[config.mk]
export PLATFORM = sky130hd
export DESIGN_NAME = acr_config_regs
export DESIGN_NICKNAME = d
export VERILOG_FILES = /design/src/shared/acr_pkg.sv /design/src/acr_result_format.sv /design/src/acr_config_regs.sv
export VERILOG_INCLUDE_DIRS = /design/src /design/src/shared
export SDC_FILE = /design/constraint.sdc
export NUM_CORES = 1
export LEC_CHECK = 0
export BUFFER_PORTS_ARGS = -buffer_cell sky130_fd_sc_hd__buf_2
export CORE_ASPECT_RATIO = 2
export CORE_MARGIN = 2
export CORE_UTILIZATION = 54
export DETAILED_ROUTE_END_ITERATION = 8
export PLACE_DENSITY = 0.83
export SETUP_SLACK_MARGIN = 0.15
export SLEW_MARGIN = 15
export SYNTH_ARGS = -nofsm -noshare
export SYNTH_HDL_FRONTEND = slang
export SYNTH_SLANG_ARGS = --single-unit
[constraint.sdc]
create_clock -name clk_sys -period 3.6 [get_ports clk_sys]
set_input_delay 0.36 -clock clk_sys [delete_from_list [all_inputs] [get_ports clk_sys]]
set_output_delay 0.36 -clock clk_sys [all_outputs]
set_load 0.01 [all_outputs]
[src/shared/acr_map.svh]
// Purpose: offsets, field positions, reset values and fixed codes of the config set
// Assumes: 8-bit registers at byte addresses on the serial register interface
// Notes: definitions only
`ifndef ACR_MAP_SVH
`define ACR_MAP_SVH
`define ACR_ADDR_STATUS 8'h00
`define ACR_ADDR_GENERAL 8'h01
`define ACR_ADDR_DATA_FMT 8'h02
`define ACR_ADDR_AVG 8'h03
`define ACR_ADDR_OPMODE 8'h04
`define ACR_ADDR_CHFUNC 8'h05
`define ACR_MASK_DATA_FMT 8'hB0
`define ACR_MASK_AVG 8'h07
`define ACR_MASK_OPMODE 8'hFF
`define ACR_MASK_CHFUNC 8'hFF
`define ACR_BIT_FIXPAT 7
`define ACR_BIT_TAG_HI 5
`define ACR_BIT_TAG_LO 4
`define ACR_BIT_HALT 7
`define ACR_BIT_MODE_HI 6
`define ACR_BIT_MODE_LO 5
`define ACR_BIT_OSC 4
`define ACR_BIT_DIV_HI 3
`define ACR_RESET_VALUE 8'h00
`define ACR_FIXED_CODE 12'hA5A
`endif

[src/shared/acr_pkg.sv]
// Purpose: types of the config set
// Assumes: nothing
// Notes: constants live in acr_map.svh
package acr_pkg;
  typedef enum logic [1:0] {
    ACR_TAG_NONE = 2'h0,
    ACR_TAG_CHID = 2'h1,
    ACR_TAG_STAT = 2'h2,
    ACR_TAG_RSVD = 2'h3
  } acr_tag_t;
  typedef enum logic [2:0] {
    ACR_SEQ_RUN = 3'b001,
    ACR_SEQ_HALT = 3'b010,
    ACR_SEQ_IDLE = 3'b100
  } acr_seq_t;
endpackage : acr_pkg

[src/acr_result_format.sv]
// Purpose: shapes one conversion result for readout
// Assumes: result and tag inputs valid when resultValid is high
// Notes: registered output, one cycle latency
`timescale 1ns/10ps
`include "acr_map.svh"
module acr_result_format (
  // clock and reset
  input wire logic clk_sys,
  input wire logic rst,
  // controls
  input wire logic fixedPattern,
  input wire logic [1:0] appendTag,
  // result in
  input wire logic resultValid,
  input wire logic [11:0] resultCode,
  input wire logic [3:0] channelId,
  input wire logic [3:0] statusFlags,
  // result out
  output logic outValid,
  output logic [15:0] outWord,
  output logic outHasTag
);
  import acr_pkg::*;
  typedef struct packed {
    logic valid;
    logic [15:0] word;
    logic hasTag;
  } acr_fmt_state_t;
  acr_fmt_state_t st;
  acr_fmt_state_t next_st;
  logic [11:0] code;
  always_comb begin
    next_st = st;
    code = fixedPattern ? `ACR_FIXED_CODE : resultCode;
    next_st.valid = resultValid;
    if (resultValid) begin
      case (appendTag)
        ACR_TAG_CHID: begin
          next_st.word = {code, channelId};
          next_st.hasTag = 1'b1;
        end
        ACR_TAG_STAT: begin
          next_st.word = {code, statusFlags};
          next_st.hasTag = 1'b1;
        end
        default: begin
          // reserved code treated as no tag
          next_st.word = {4'h0, code};
          next_st.hasTag = 1'b0;
        end
      endcase
    end
  end
  always_ff @(posedge clk_sys) begin
    if (rst) begin
      st <= '0;
    end else begin
      st <= next_st;
    end
  end
  assign outValid = st.valid;
  assign outWord = st.word;
  assign outHasTag = st.hasTag;
  a_fixed_code: assert property (@(posedge clk_sys) disable iff (rst)
    (resultValid && fixedPattern && appendTag == 2'h0) |=> outWord[11:0] == 12'hA5A)
    else $error("fixed pattern not returned");
  a_chid_tag: assert property (@(posedge clk_sys) disable iff (rst)
    (resultValid && appendTag == 2'h1) |=> outWord[3:0] == $past(channelId) && outHasTag)
    else $error("channel id not appended");
endmodule : acr_result_format

[src/acr_config_regs.sv]
// Purpose: configuration register set of the eight-channel converter
// Assumes: serial interface core presents decoded byte writes and reads
// Notes: read data is registered, one cycle after regRd
`timescale 1ns/10ps
`include "acr_map.svh"
module acr_config_regs #(
  parameter int NCH = 8
) (
  // clock and reset
  input wire logic clk_sys,
  input wire logic rst,
  // register access
  input wire logic regWr,
  input wire logic regRd,
  input wire logic [7:0] regAddr,
  input wire logic [7:0] regWdata,
  output logic [7:0] regRdata,
  output logic regWrBlocked,
  // device context
  input wire logic linkErrorFlag,
  input wire logic forceAllAnalog,
  input wire logic [NCH-1:0] gpioDirection,
  // results
  input wire logic resultValid,
  input wire logic [11:0] resultCode,
  input wire logic [3:0] channelId,
  input wire logic [3:0] statusFlags,
  output logic outValid,
  output logic [15:0] outWord,
  output logic outHasTag,
  // controls to the converter
  output logic [7:0] averageSamples,
  output logic autonomousMode,
  output logic lowPowerOsc,
  output logic [3:0] sampleRateDiv,
  output logic sequencingEnable,
  output logic [NCH-1:0] channelDigital,
  output logic [NCH-1:0] channelOutput
);
  import acr_pkg::*;
  typedef struct packed {
    logic [7:0] dataFmt;
    logic [7:0] avg;
    logic [7:0] opmode;
    logic [7:0] chfunc;
    logic [7:0] rdata;
    logic blocked;
    acr_seq_t seq;
    logic [7:0] avgCount;
    logic autoMode;
    logic lowPower;
    logic [3:0] div;
    logic seqEn;
    logic [NCH-1:0] digital;
    logic [NCH-1:0] dirOut;
  } acr_state_t;
  acr_state_t st;
  acr_state_t next_st;
  logic writeAllowed;
  logic allAnalog;
  logic [NCH-1:0] pinDigital;
  // ---------------------------------------------------------------
  // pin function with overrides
  // ---------------------------------------------------------------
  always_comb begin
    // while halted the stored field is kept, so release restores it
    allAnalog = forceAllAnalog || st.seq == ACR_SEQ_HALT;
  end
  genvar gi;
  generate
    for (gi = 0; gi < NCH; gi++) begin : g_pin
      assign pinDigital[gi] = st.chfunc[gi] && !allAnalog;
    end
  endgenerate
  // ---------------------------------------------------------------
  // register file and sequencing control
  // ---------------------------------------------------------------
  always_comb begin
    next_st = st;
    writeAllowed = !linkErrorFlag || regAddr == `ACR_ADDR_STATUS ||
                   regAddr == `ACR_ADDR_GENERAL;
    next_st.blocked = regWr && !writeAllowed;
    if (regWr && writeAllowed) begin
      case (regAddr)
        `ACR_ADDR_DATA_FMT: next_st.dataFmt = regWdata & `ACR_MASK_DATA_FMT;
        `ACR_ADDR_AVG: next_st.avg = regWdata & `ACR_MASK_AVG;
        `ACR_ADDR_OPMODE: next_st.opmode = regWdata & `ACR_MASK_OPMODE;
        `ACR_ADDR_CHFUNC: next_st.chfunc = regWdata & `ACR_MASK_CHFUNC;
        default: next_st.blocked = 1'b0;
      endcase
    end
    if (regRd) begin
      case (regAddr)
        `ACR_ADDR_DATA_FMT: next_st.rdata = st.dataFmt & `ACR_MASK_DATA_FMT;
        `ACR_ADDR_AVG: next_st.rdata = st.avg & `ACR_MASK_AVG;
        `ACR_ADDR_OPMODE: next_st.rdata = st.opmode;
        `ACR_ADDR_CHFUNC: next_st.rdata = st.chfunc;
        default: next_st.rdata = 8'h00;
      endcase
    end
    case (st.seq)
      ACR_SEQ_RUN: begin
        if (linkErrorFlag && st.opmode[`ACR_BIT_HALT]) begin
          next_st.seq = ACR_SEQ_HALT;
        end else if (st.opmode[`ACR_BIT_MODE_HI:`ACR_BIT_MODE_LO] != 2'h1) begin
          next_st.seq = ACR_SEQ_IDLE;
        end
      end
      ACR_SEQ_HALT: begin
        if (!linkErrorFlag) begin
          next_st.seq = ACR_SEQ_RUN;
        end
      end
      ACR_SEQ_IDLE: begin
        if (st.opmode[`ACR_BIT_MODE_HI:`ACR_BIT_MODE_LO] == 2'h1) begin
          next_st.seq = ACR_SEQ_RUN;
        end
      end
      default: next_st.seq = ACR_SEQ_IDLE;
    endcase
    // a link error with the halt bit clear leaves sequencing alone
    next_st.seqEn = next_st.seq == ACR_SEQ_RUN;
    next_st.avgCount = 8'h01 << st.avg[2:0];
    next_st.autoMode = st.opmode[`ACR_BIT_MODE_HI:`ACR_BIT_MODE_LO] == 2'h1;
    next_st.lowPower = st.opmode[`ACR_BIT_OSC];
    next_st.div = st.opmode[`ACR_BIT_DIV_HI:0];
    next_st.digital = pinDigital;
    next_st.dirOut = pinDigital & gpioDirection;
  end
  always_ff @(posedge clk_sys) begin
    if (rst) begin
      st <= '0;
      st.seq <= ACR_SEQ_IDLE;
      st.avgCount <= 8'h01;
    end else begin
      st <= next_st;
    end
  end
  acr_result_format u_fmt (
    .clk_sys(clk_sys),
    .rst(rst),
    .fixedPattern(st.dataFmt[`ACR_BIT_FIXPAT]),
    .appendTag(st.dataFmt[`ACR_BIT_TAG_HI:`ACR_BIT_TAG_LO]),
    .resultValid(resultValid),
    .resultCode(resultCode),
    .channelId(channelId),
    .statusFlags(statusFlags),
    .outValid(outValid),
    .outWord(outWord),
    .outHasTag(outHasTag)
  );
  assign regRdata = st.rdata;
  assign regWrBlocked = st.blocked;
  assign averageSamples = st.avgCount;
  assign autonomousMode = st.autoMode;
  assign lowPowerOsc = st.lowPower;
  assign sampleRateDiv = st.div;
  assign sequencingEnable = st.seqEn;
  assign channelDigital = st.digital;
  assign channelOutput = st.dirOut;
  // ---------------------------------------------------------------
  // checks
  // ---------------------------------------------------------------
  a_write_block: assert property (@(posedge clk_sys) disable iff (rst)
    (regWr && linkErrorFlag && regAddr == 8'h05) |=> $stable(st.chfunc))
    else $error("write accepted during link error");
  a_blocked_flag: assert property (@(posedge clk_sys) disable iff (rst)
    (regWr && linkErrorFlag && regAddr == 8'h05) |=> regWrBlocked)
    else $error("refused write not flagged");
  a_status_unblocked: assert property (@(posedge clk_sys) disable iff (rst)
    (regWr && regAddr <= 8'h01) |=> !regWrBlocked)
    else $error("write to low addresses flagged");
  a_reserved_zero: assert property (@(posedge clk_sys) disable iff (rst)
    (regRd && regAddr == 8'h03) |=> regRdata[7:3] == 5'h00)
    else $error("reserved bits read nonzero");
  a_unmapped_read: assert property (@(posedge clk_sys) disable iff (rst)
    (regRd && regAddr > 8'h05) |=> regRdata == 8'h00)
    else $error("unmapped address read nonzero");
  a_reserved_wr: assert property (@(posedge clk_sys) disable iff (rst)
    (regWr && !linkErrorFlag && regAddr == 8'h02) |=> st.dataFmt[6] == 1'b0 &&
    st.dataFmt[3:0] == 4'h0)
    else $error("reserved bits stored");
  a_avg_count: assert property (@(posedge clk_sys) disable iff (rst)
    (st.avg[2:0] == 3'h7 && $stable(st.avg)) |=> averageSamples == 8'h80)
    else $error("averaging count wrong");
  // the flag must still stand a cycle later, or the halt is left at once
  a_halt_pause: assert property (@(posedge clk_sys) disable iff (rst)
    (st.seq == ACR_SEQ_RUN && linkErrorFlag && st.opmode[7]) ##1 linkErrorFlag |=>
    (!sequencingEnable && channelDigital == '0))
    else $error("no pause on link error");
  a_halt_resume: assert property (@(posedge clk_sys) disable iff (rst)
    (st.seq == ACR_SEQ_HALT && !linkErrorFlag) |=> sequencingEnable)
    else $error("sequencing not resumed after error cleared");
  a_keep_running: assert property (@(posedge clk_sys) disable iff (rst)
    (st.seq == ACR_SEQ_RUN && !st.opmode[7] && autonomousMode && $stable(st.opmode))
    |=> st.seq == ACR_SEQ_RUN)
    else $error("sequencing stopped with halt bit clear");
  a_manual_idle: assert property (@(posedge clk_sys) disable iff (rst)
    (st.seq == ACR_SEQ_IDLE && st.opmode[6:5] == 2'h0) |=> !sequencingEnable)
    else $error("sequencer started in host-trigger mode");
  a_force_analog: assert property (@(posedge clk_sys) disable iff (rst)
    forceAllAnalog |=> channelDigital == '0)
    else $error("digital pin while forced analog");
  a_dir_gate: assert property (@(posedge clk_sys) disable iff (rst)
    (channelOutput & ~channelDigital) == '0)
    else $error("output on analog channel");
  // outputs follow the field one cycle late, so compare against the earlier value
  a_osc_pick: assert property (@(posedge clk_sys) disable iff (rst)
    $stable(st.opmode) |=> lowPowerOsc == $past(st.opmode[4]) &&
    sampleRateDiv == $past(st.opmode[3:0]))
    else $error("oscillator or divider mismatch");
endmodule : acr_config_regs

After elaboration in Yosys (flattened, before gate mapping). Cells that the tools add are included.

Input bits: 51. Register bits: 83.

Reduce and logical (&&, ||, !) cells: 23. Mux-type cells: 10. Equal/unequal tests: 13. Shift operators: 1. Bitwise operators: 1.

Operators by type and width (number): $pmux 17 s2 (1); $pmux 8 s4 (1); $eq 8x2->1 const B (2); $eq 8x3->1 const B (2); $mux 12 (1); $mux 3 (4); $logic_and 1x1->1 (11); $pmux 3 s3 (1); $and 8x8->8 (1); $eq 8x1->1 const B (1); $logic_not 8->1 (1); $reduce_and 2->1 (4); $shl 1x3->8 const A (1); $eq 3x1->1 const B (2); $eq 2x1->1 const B (2); $reduce_or 4->1 (1); $eq 3x2->1 const B (1); $eq 3x3->1 const B (1); $logic_not 1->1 (3); $logic_or 1x1->1 (3); $eq 2x2->1 const B (1); $mux 1 (2); $ne 2x1->1 const B (1).

Logic depth before layout (Yosys ltp). Gate-level depths: netlist of the first run.

Depth after elaboration: 7. Mapped depth: 7.

Modules after synthesis. From an unflattened synthesis of the first run, not the netlist that was laid out.

Cells, all modules: 365. Area total of the unflattened synthesis: 3587.2 µm².

By module, submodules not included: acr_config_regs (instances 1, area an instance 2648.8 µm², cells an instance 261, sequential area each 1301.2 µm²); acr_result_format (instances 1, area an instance 938.4 µm², cells an instance 104, sequential area each 360.3 µm²).

Least setup slack after synthesis of the first run. OpenSTA, ideal clock, no wires.

Kind: in2reg. Start: in regAddr[3]. End: reg st, in the netlist next_st[17]. Required time: 3.472 ns. Stages on the path: 5. Data arrival time: 1.582 ns. Slack: 1.891 ns. Buffers on the path: 1. Path through: or3_4 or4b_1 buf_6 mux2i_1 nor2_1.

Cells in the longest elaborated chain, start to end: 5. Elaborated cells between the ends (all ways): 7. Classes of those cells: 2 x eq/ne; 5 x reduce/logical.

RTL lines: start, declared (line acr_config_regs.sv:15) `input wire logic [7:0] regAddr,`; $logic_not 8->1 (no line); $logic_or 1x1->1 (no line) (2 in a row); $logic_and 1x1->1 (line acr_config_regs.sv:83) `if (regWr && writeAllowed) begin`; $reduce_and 2->1 (no line) (*); end signal, assigned (line acr_config_regs.sv:136) `st <= next_st;`; end, declared (line acr_config_regs.sv:57) `acr_state_t st;`.

Every way passes the cells marked *; elsewhere a longest branch is shown, timed or not. A chain may end at the register's enable or synchronous reset.

Worst setup path after layout of the first run.
Start: reg st[71] in the netlist's numbering. End: reg u_fmt.st, in the netlist u_fmt.outWord[11].

Cells in the longest elaborated chain, start to end: 2. Elaborated cells between the ends (all ways): 3. Classes of those cells: 2 x eq/ne; 1 x mux.

RTL lines: $eq 2x2->1 / $eq 2x1->1 (equally long branches) (line acr_result_format.sv:37) `case (appendTag)`; $pmux 17 s2 (*) (line acr_result_format.sv:37); end signal, assigned (line acr_result_format.sv:58) `st <= next_st;`; end, declared (line acr_result_format.sv:29) `acr_fmt_state_t st;`.

Marked as above.

==> results of run 1 <==
## synthesized netlist by cell type (9+ instances only)
library cell	number
nand2_1	23
o21ai_0	12
buf_4	36
nand2b_1	14
clkbuf_1	14
nor3_1	11
mux2i_1	15
nor2_1	43
and2_1	9
dfxtp_1	83
a21oi_1	25
nor2b_1	9
nand3_1	16
## critical path, delay by kind of cell (launching register included)
kind / cells / cell delay [ns]
and+or+nand+nor: 2 / 0.38
buffers and inverters: 1 / 0.06
adders and majority gates: 1 / 0.48
AOI/OAI and AO/OA: 2 / 0.56
DFF: 1 / 0.38
## worst min-delay path by stage
stage / startpoint / end / slack, ns / depth (start not counted)
4_1_cts: gpioDirection[1] / channelOutput[1] / 0.25 / 2
5_1_grt: gpioDirection[6] / channelOutput[6] / 0.27 / 2
2_1_floorplan: regRdata[0] / regRdata[0] / 0.43 / 2
6_report: gpioDirection[1] / channelOutput[1] / 0.26 / 2
3_5_place_dp: regRdata[5] / regRdata[5] / 0.45 / 2
3_3_place_gp: regRdata[1] / regRdata[1] / 0.44 / 2
## layout by cell type (no fill, tap or decap), drive strengths merged, types with 3 or more instances in the layout
cell type	synthesis	final
a211oi	3	3
a21oi	25	25
a221oi	4	4
a22oi	3	3
a311oi	4	4
a32oi	3	3
and2	9	9
and3	8	8
buf	40	109
clkbuf	14	13
dfxtp	83	83
inv	3	3
mux2	8	8
mux2i	15	15
nand2	23	23
nand2b	14	14
nand3	16	16
nand3b	3	3
nor2	43	43
nor2b	9	9
nor3	11	11
o21ai	12	12
## report_power, final
part / switching, uW / leakage [uW] / internal [uW] / total (uW)
Clock: 346 / 0.000148 / 594 / 939
Combinational: 61.5 / 0.00104 / 45.0 / 107
Sequential: 4.89 / 0.000672 / 929 / 934
## sequential cells by signal (all words and copies together), names as in the netlist
| signal | flops |
|---|---|
| regRdata | 8 |
| averageSamples | 8 |
| sequencingEnable | 1 |
| autonomousMode | 1 |
| u_fmt.outValid | 1 |
| u_fmt.outHasTag | 1 |
| u_fmt.outWord | 16 |
| regWrBlocked | 1 |
| channelDigital | 8 |
| channelOutput | 8 |
| next_st | 5 |
| lowPowerOsc | 1 |
| sampleRateDiv | 4 |
| st | 20 |
## kinds of logic after synthesis
logic type | Yosys count
AOI/OAI and AO/OA | 63
xor gates and xnor gates | 1
adders and majority gates | 2
buffers and inverters | 57
DFF | 83
muxes | 23
and+or+nand+nor | 145
## through the flow
| stage | hold slack, ns | worst slack, ns | instances |
|---|---|---|---|
| 2_1_floorplan | 0.426 | 1.89 | 374 |
| 3_3_place_gp | 0.437 | 1.59 | 515 |
| 3_5_place_dp | 0.447 | 1.55 | 515 |
| 4_1_cts | 0.252 | 1.65 | 531 |
| 5_1_grt | 0.270 | 1.48 | 531 |
| 6_report | 0.259 | 1.63 | 531 |
## final cells by class
type	count	area [um^2]
sequential	83	1660
clock inverter	3	45.0
inverter	3	11.3
fill	575	2170
timing repair buffer	109	548
multi-input combinational	234	1440
tap	86	108
clock buffer	13	270
## per-layer routing
metal  GRT usage  wire length (um)  share of wire
met1       0.226              2730           0.35
met2       0.423              4380           0.56
met3      0.0516               405          0.052
met4       0.125               267          0.034
met5           0                 0              0
==> impl_metrics.json, run 1 <==
{
  "critPathMaxFanout": 16,
  "fmax_ghz": 0.509,
  "r2r_setup_slack_ns": 1.63,
  "ys_async_sr_fraction": 0,
  "ys_warn_count": 0,
  "gp_congestion": 0.824,
  "crit_slowest_cell": "ha_1",
  "max_stage_delay_ns": 0.48,
  "nNetsFinal": 493,
  "synthMuxAreaShare": 0.0695,
  "clk_latency_ns": 0.33,
  "p_per_area_mw_per_mm2": 485,
  "design_area_mm2": 0.00409,
  "synthFlopType": "dfxtp_1",
  "synth_nets": 427,
  "cts_tree": "yes",
  "clockRootBuffer": "clkbuf_16",
  "finalHoldViolations": 0,
  "grt_pass1_wl_um": 12100,
  "core_mm2": 0.00626,
  "grt_usage": 0.230,
  "r2r_end": "u_fmt.outWord[11]",
  "synth_fa_ha_area_frac": 0.00724,
  "r2r_cells": 6,
  "yosys.area_share.simple": 0.219,
  "critical_path_class": "register to register",
  "synth-xor-area-share": 0.00253,
  "ios": 109,
  "post-route-util": 0.653,
  "grt_max_degree": 61,
  "drt_first_pass_iters": 5,
  "crit_chain": "inv_1 > ha_1 > o21bai_1 > nor2_1 > nand2_1 > a311oi_1",
  "finalClockSkew_ns": 0.00504,
  "cts_setup_buffers": 0,
  "cts.sinks": 83,
  "syn_inst": 374,
  "arrival_ns": 2.21,
  "num_vias": 2836,
  "cts_buffers": 9,
  "synth_compound_area_frac": 0.118,
  "cts_buffer_depth": 2,
  "setup.worst_path.start": "st[71]",
  "p_total_uw": 1980,
  "synth_area_mm2": 0.00346,
  "drtIter0Drc": 91,
  "synthTopCellsByArea": "dfxtp_1 (48%), buf_4 (7.8%), nor2_1 (4.7%)",
  "die_h_um": 117,
  "status": "completed",
  "hold_buffers": 0,
  "hp-class": "primary input to register",
  "synth_area_per_cell_um2": 9.24,
  "grt_pass1_vias": 2702,
  "setup_viol": 0,
  "drive_above_1_share": 0.315,
  "synth-edff-count": 0,
  "post_drt_wl_per_cell_um": 14.6,
  "cp-start-kind": "register",
  "rsz0062_at_grt": "false",
  "irDropWorstVdd_v": 0.000335,
  "antenna_left": 0,
  "insertedDiodeCount": 0,
  "endpoint": "u_fmt.outWord[11]",
  "die_w_um": 60.6,
  "slew_headroom": 0.558,
  "portBuffers": 108,
  "dpl-instance-area_mm2": 0.00377,
  "area_growth_pct": 18.2,
  "worstPathRequired_ns": 3.84,
  "yosys_register_bits": 83,
  "antenna_found_initial": 0,
  "min_period_over_period": 0.546,
  "overflow": 0,
  "tns_ns": 0,
  "drc": 0,
  "min_period_ns": 1.97,
  "timing.rr.start": "st[71]",
  "drv_slew": 0,
  "num_rows": 41,
  "synthDistinctLibCells": 42,
  "start_util": 0.552,
  "via_per_inst": 5.34,
  "synth_top_area_share": 0.481,
  "dp.final_hpwl_um": 5770,
  "die-area_mm2": 0.00710,
  "p_leak_uw": 0.00186,
  "h-tree-depth": 3,
  "drt_wl_total_um": 7770,
  "worst_pin_slew_ns": 0.659,
  "yosysTopAreaCell": "dfxtp_1",
  "cts-resized-gates": 0,
  "drv_cap": 0,
  "synth_top_family_by_area": "simple AND/OR/NAND/NOR gates",
  "endpoint_kind": "register",
  "seq_area_frac_synth": 0.481,
  "clk_transition_reported_paths_ns": 0.06
}
(Power assumes the default switching activity.)
==> inputs of run 2 (changes only) <==
--- a/config.mk
+++ b/config.mk
@@ -6,12 +6,13 @@
 export SDC_FILE = /design/constraint.sdc
 export NUM_CORES = 1
 export LEC_CHECK = 0
+export ABC_AREA = 1
 export BUFFER_PORTS_ARGS = -buffer_cell sky130_fd_sc_hd__buf_2
 export CORE_ASPECT_RATIO = 2
 export CORE_MARGIN = 2
-export CORE_UTILIZATION = 54
+export CORE_UTILIZATION = 52
 export DETAILED_ROUTE_END_ITERATION = 8
-export PLACE_DENSITY = 0.83
+export PLACE_DENSITY = 0.79
 export SETUP_SLACK_MARGIN = 0.15
 export SLEW_MARGIN = 15
 export SYNTH_ARGS = -nofsm -noshare
==> constraint.sdc (replaced) <==
create_clock -name clk_sys -period 2 [get_ports clk_sys]
set_input_delay 0.2 -clock clk_sys [delete_from_list [all_inputs] [get_ports clk_sys]]
set_output_delay 0.2 -clock clk_sys [all_outputs]
set_load 0.01 [all_outputs]
==> run 2 against run 1 <==
Compared with the run above:
- final cell count is 28% higher
- critical path depth is 1 higher
- sequential power is 80% higher
- wire length is 13% higher
- global-route usage is 0.42 points higher
- hold slack worse by 0.19 ns
- cell area is 7.3% higher
- combinational power is 110% higher
- clock-buffer cell count is 3 lower
- synthesized cell count is 38% higher
- die area is 11% higher
==> impl_metrics.json, run 2 <==
{
  "max_stage_delay_ns": 0.35,
  "clk_latency_ns": 0.34,
  "cts.sinks": 83,
  "pwr-share-clk": 0.482,
  "die_w_um": 63.9,
  "drt_wl_total_um": 8800,
  "synthDistinctLibCells": 26,
  "dp.final_hpwl_um": 6730,
  "via_per_inst": 5.01,
  "grt_pass1_wl_um": 14100,
  "worstPathRequired_ns": 2.27,
  "cts_buffers": 9,
  "rsz0062_at_grt": "false",
  "tns_ns": 0,
  "insertedDiodeCount": 0,
  "p_total_uw": 3690,
  "min_period_ns": 1.58,
  "synth_area_per_cell_um2": 7.23,
  "cp_common_cell": "inv_1",
  "p_int_uw": 2890,
  "drv_cap": 0,
  "grt_max_degree": 31,
  "cts_tree": "yes",
  "dpl-instance-area_mm2": 0.00406,
  "synth_top_area_share": 0.445,
  "seq_area_mm2": 0.00166,
  "irDropWorstVdd_v": 0.000615,
  "post_drt_wl_per_cell_um": 13.0,
  "gp_congestion": 0.852,
  "finalClockSkew_ns": 0.00467,
  "synthFlopType": "dfxtp_1",
  "slew_headroom": 0.513,
  "critPathMaxFanout": 5,
  "hp-class": "primary input to register",
  "yosysTopAreaCell": "dfxtp_1",
  "p_leak_uw": 0.00220,
  "synth_area_mm2": 0.00373,
  "dpl_worst_slack_ns": 0.365,
  "design_area_mm2": 0.00438,
  "combinationalPowerShare": 0.062,
  "layout_common_cells": "buf_2 (108), nand2_1 (106), dfxtp_1 (83)",
  "overflow": 0,
  "yosys_register_bits": 83,
  "grt_usage": 0.234,
  "ios": 109,
  "start_util": 0.538,
  "nFillCells": 634,
  "grt_pass1_vias": 3363,
  "cts_setup_buffers": 0,
  "drt_first_pass_iters": 5,
  "multiInputGateArea_mm2": 0.00143,
  "min_period_over_period": 0.791,
  "antenna_found_initial": 0,
  "setup_ws_ns": 0.418,
  "power_frac_seq": 0.456,
  "crit_slowest_cell": "dfxtp_1",
  "portBuffers": 108,
  "status": "completed",
  "drive_above_1_share": 0.243,
  "worst_pin_slew_ns": 0.729,
  "syn_inst": 516,
  "critical_path_class": "register to register",
  "post-route-util": 0.632,
  "regMostFlops": "st",
  "endpoint_kind": "register",
  "hold_buffers": 0,
  "drv_slew": 0,
  "synth_nets": 569,
  "r2r_cells": 7,
  "switchingPower_uw": 805,
  "h-tree-depth": 3,
  "ys_async_sr_fraction": 0,
  "clockRootBuffer": "clkbuf_16",
  "synthTopCellsByArea": "dfxtp_1 (45%), nand2_1 (11%), buf_4 (7.4%)",
  "synth_commonest_cells": "nand2_1 (106), dfxtp_1 (83), inv_1 (72)",
  "nNetsFinal": 636,
  "drc": 0,
  "crit_chain": "inv_1 > ha_1 > inv_1 > o21ai_0 > nor2_1 > nand2_1 > a21oi_1",
  "cp-start-kind": "register",
  "final_common_cell": "buf_2",
  "num_vias": 3398,
  "yosysMostFrequentCell": "nand2_1",
  "num_rows": 43,
  "cts_buffer_depth": 2,
  "antenna_left": 0,
  "switching_share": 0.218,
  "fmax_ghz": 0.632,
  "die_h_um": 124,
  "largest_reg_flops": 20,
  "core_mm2": 0.00694,
  "drtIter0Drc": 132,
  "p_per_area_mw_per_mm2": 843,
  "finalHoldViolations": 0,
  "clk_transition_reported_paths_ns": 0.06,
  "die-area_mm2": 0.00791,
  "synth-edff-count": 0,
  "area_growth_pct": 17.4,
  "cts-resized-gates": 0,
  "whs_path_depth": 2,
  "setup_viol": 0,
  "seq_area_frac_synth": 0.445,
  "ys_warn_count": 0,
  "arrival_ns": 1.85
}
==> run 2: power groups by stage <==
stage | clock [uW] | sequential [uW] | combinational (uW)
detailed placement | 0 | 1720 | 229
floorplan | 0 | 1730 | 117
finish | 1780 | 1680 | 230
global placement | 0 | 1720 | 225
global route | 1880 | 1690 | 256
CTS | 1810 | 1680 | 230
==> run 2: layout make-up <==
type / count / share of cell area
clock inverters: 6 / 0.0200
clock buffers: 10 / 0.0545
well taps: 90 / 0.0257
multi-input cells: 302 / 0.325
repair buffers: 113 / 0.132
flip-flops and latches: 83 / 0.379
inverters: 74 / 0.0634
==> run 2: path summary, 6_finish.rpt <==
| path | start | endpoint | slack (ns) |
|---|---|---|---|
| max | st[71] | u_fmt.outWord[12] | 0.42 |
| min | gpioDirection[3] | channelOutput[3] | 0.06 |
| max reg2reg | st[71] | u_fmt.outWord[12] | 0.42 |
| min reg2reg | next_st[17] | sampleRateDiv[0] | 0.45 |
==> run 2: cell families (layout without fill, tap and decap cells) <==
family                     after synthesis  count (layout)  synth area share
buffers and inverters                  131             203             0.173
adders and majority gates                2               2           0.00670
DFF                                     83              83             0.445
and+or+nand+nor                        247             247             0.298
AOI/OAI and AO/OA                       53              53            0.0778
==> run 2: critical path, delay by kind of cell (launching register included) <==
| kind | cells | cell delay (ns) |
|---|---|---|
| AO/OA/AOI/OAI | 2 | 0.28 |
| AND/OR/NAND/NOR | 2 | 0.39 |
| adder cells (fa/ha/maj) | 1 | 0.30 |
| buffers and inverters | 2 | 0.20 |
| flip-flops | 1 | 0.35 |
==> run 2: metrics by stage <==
step | hold WS (ns) | instances
5_1_grt | 0.0702 | 678
3_3_place_gp | 0.409 | 662
6_report | 0.0649 | 678
4_1_cts | 0.0595 | 678
2_1_floorplan | 0.284 | 516
3_5_place_dp | 0.412 | 662
==> run 2: per-layer routing <==
| metal | global-route usage | share of wire |
|---|---|---|
| met3 | 0.0533 | 0.054 |
| met4 | 0.174 | 0.051 |
| met5 | 0 | 0 |
| met1 | 0.206 | 0.35 |
| met2 | 0.447 | 0.55 |
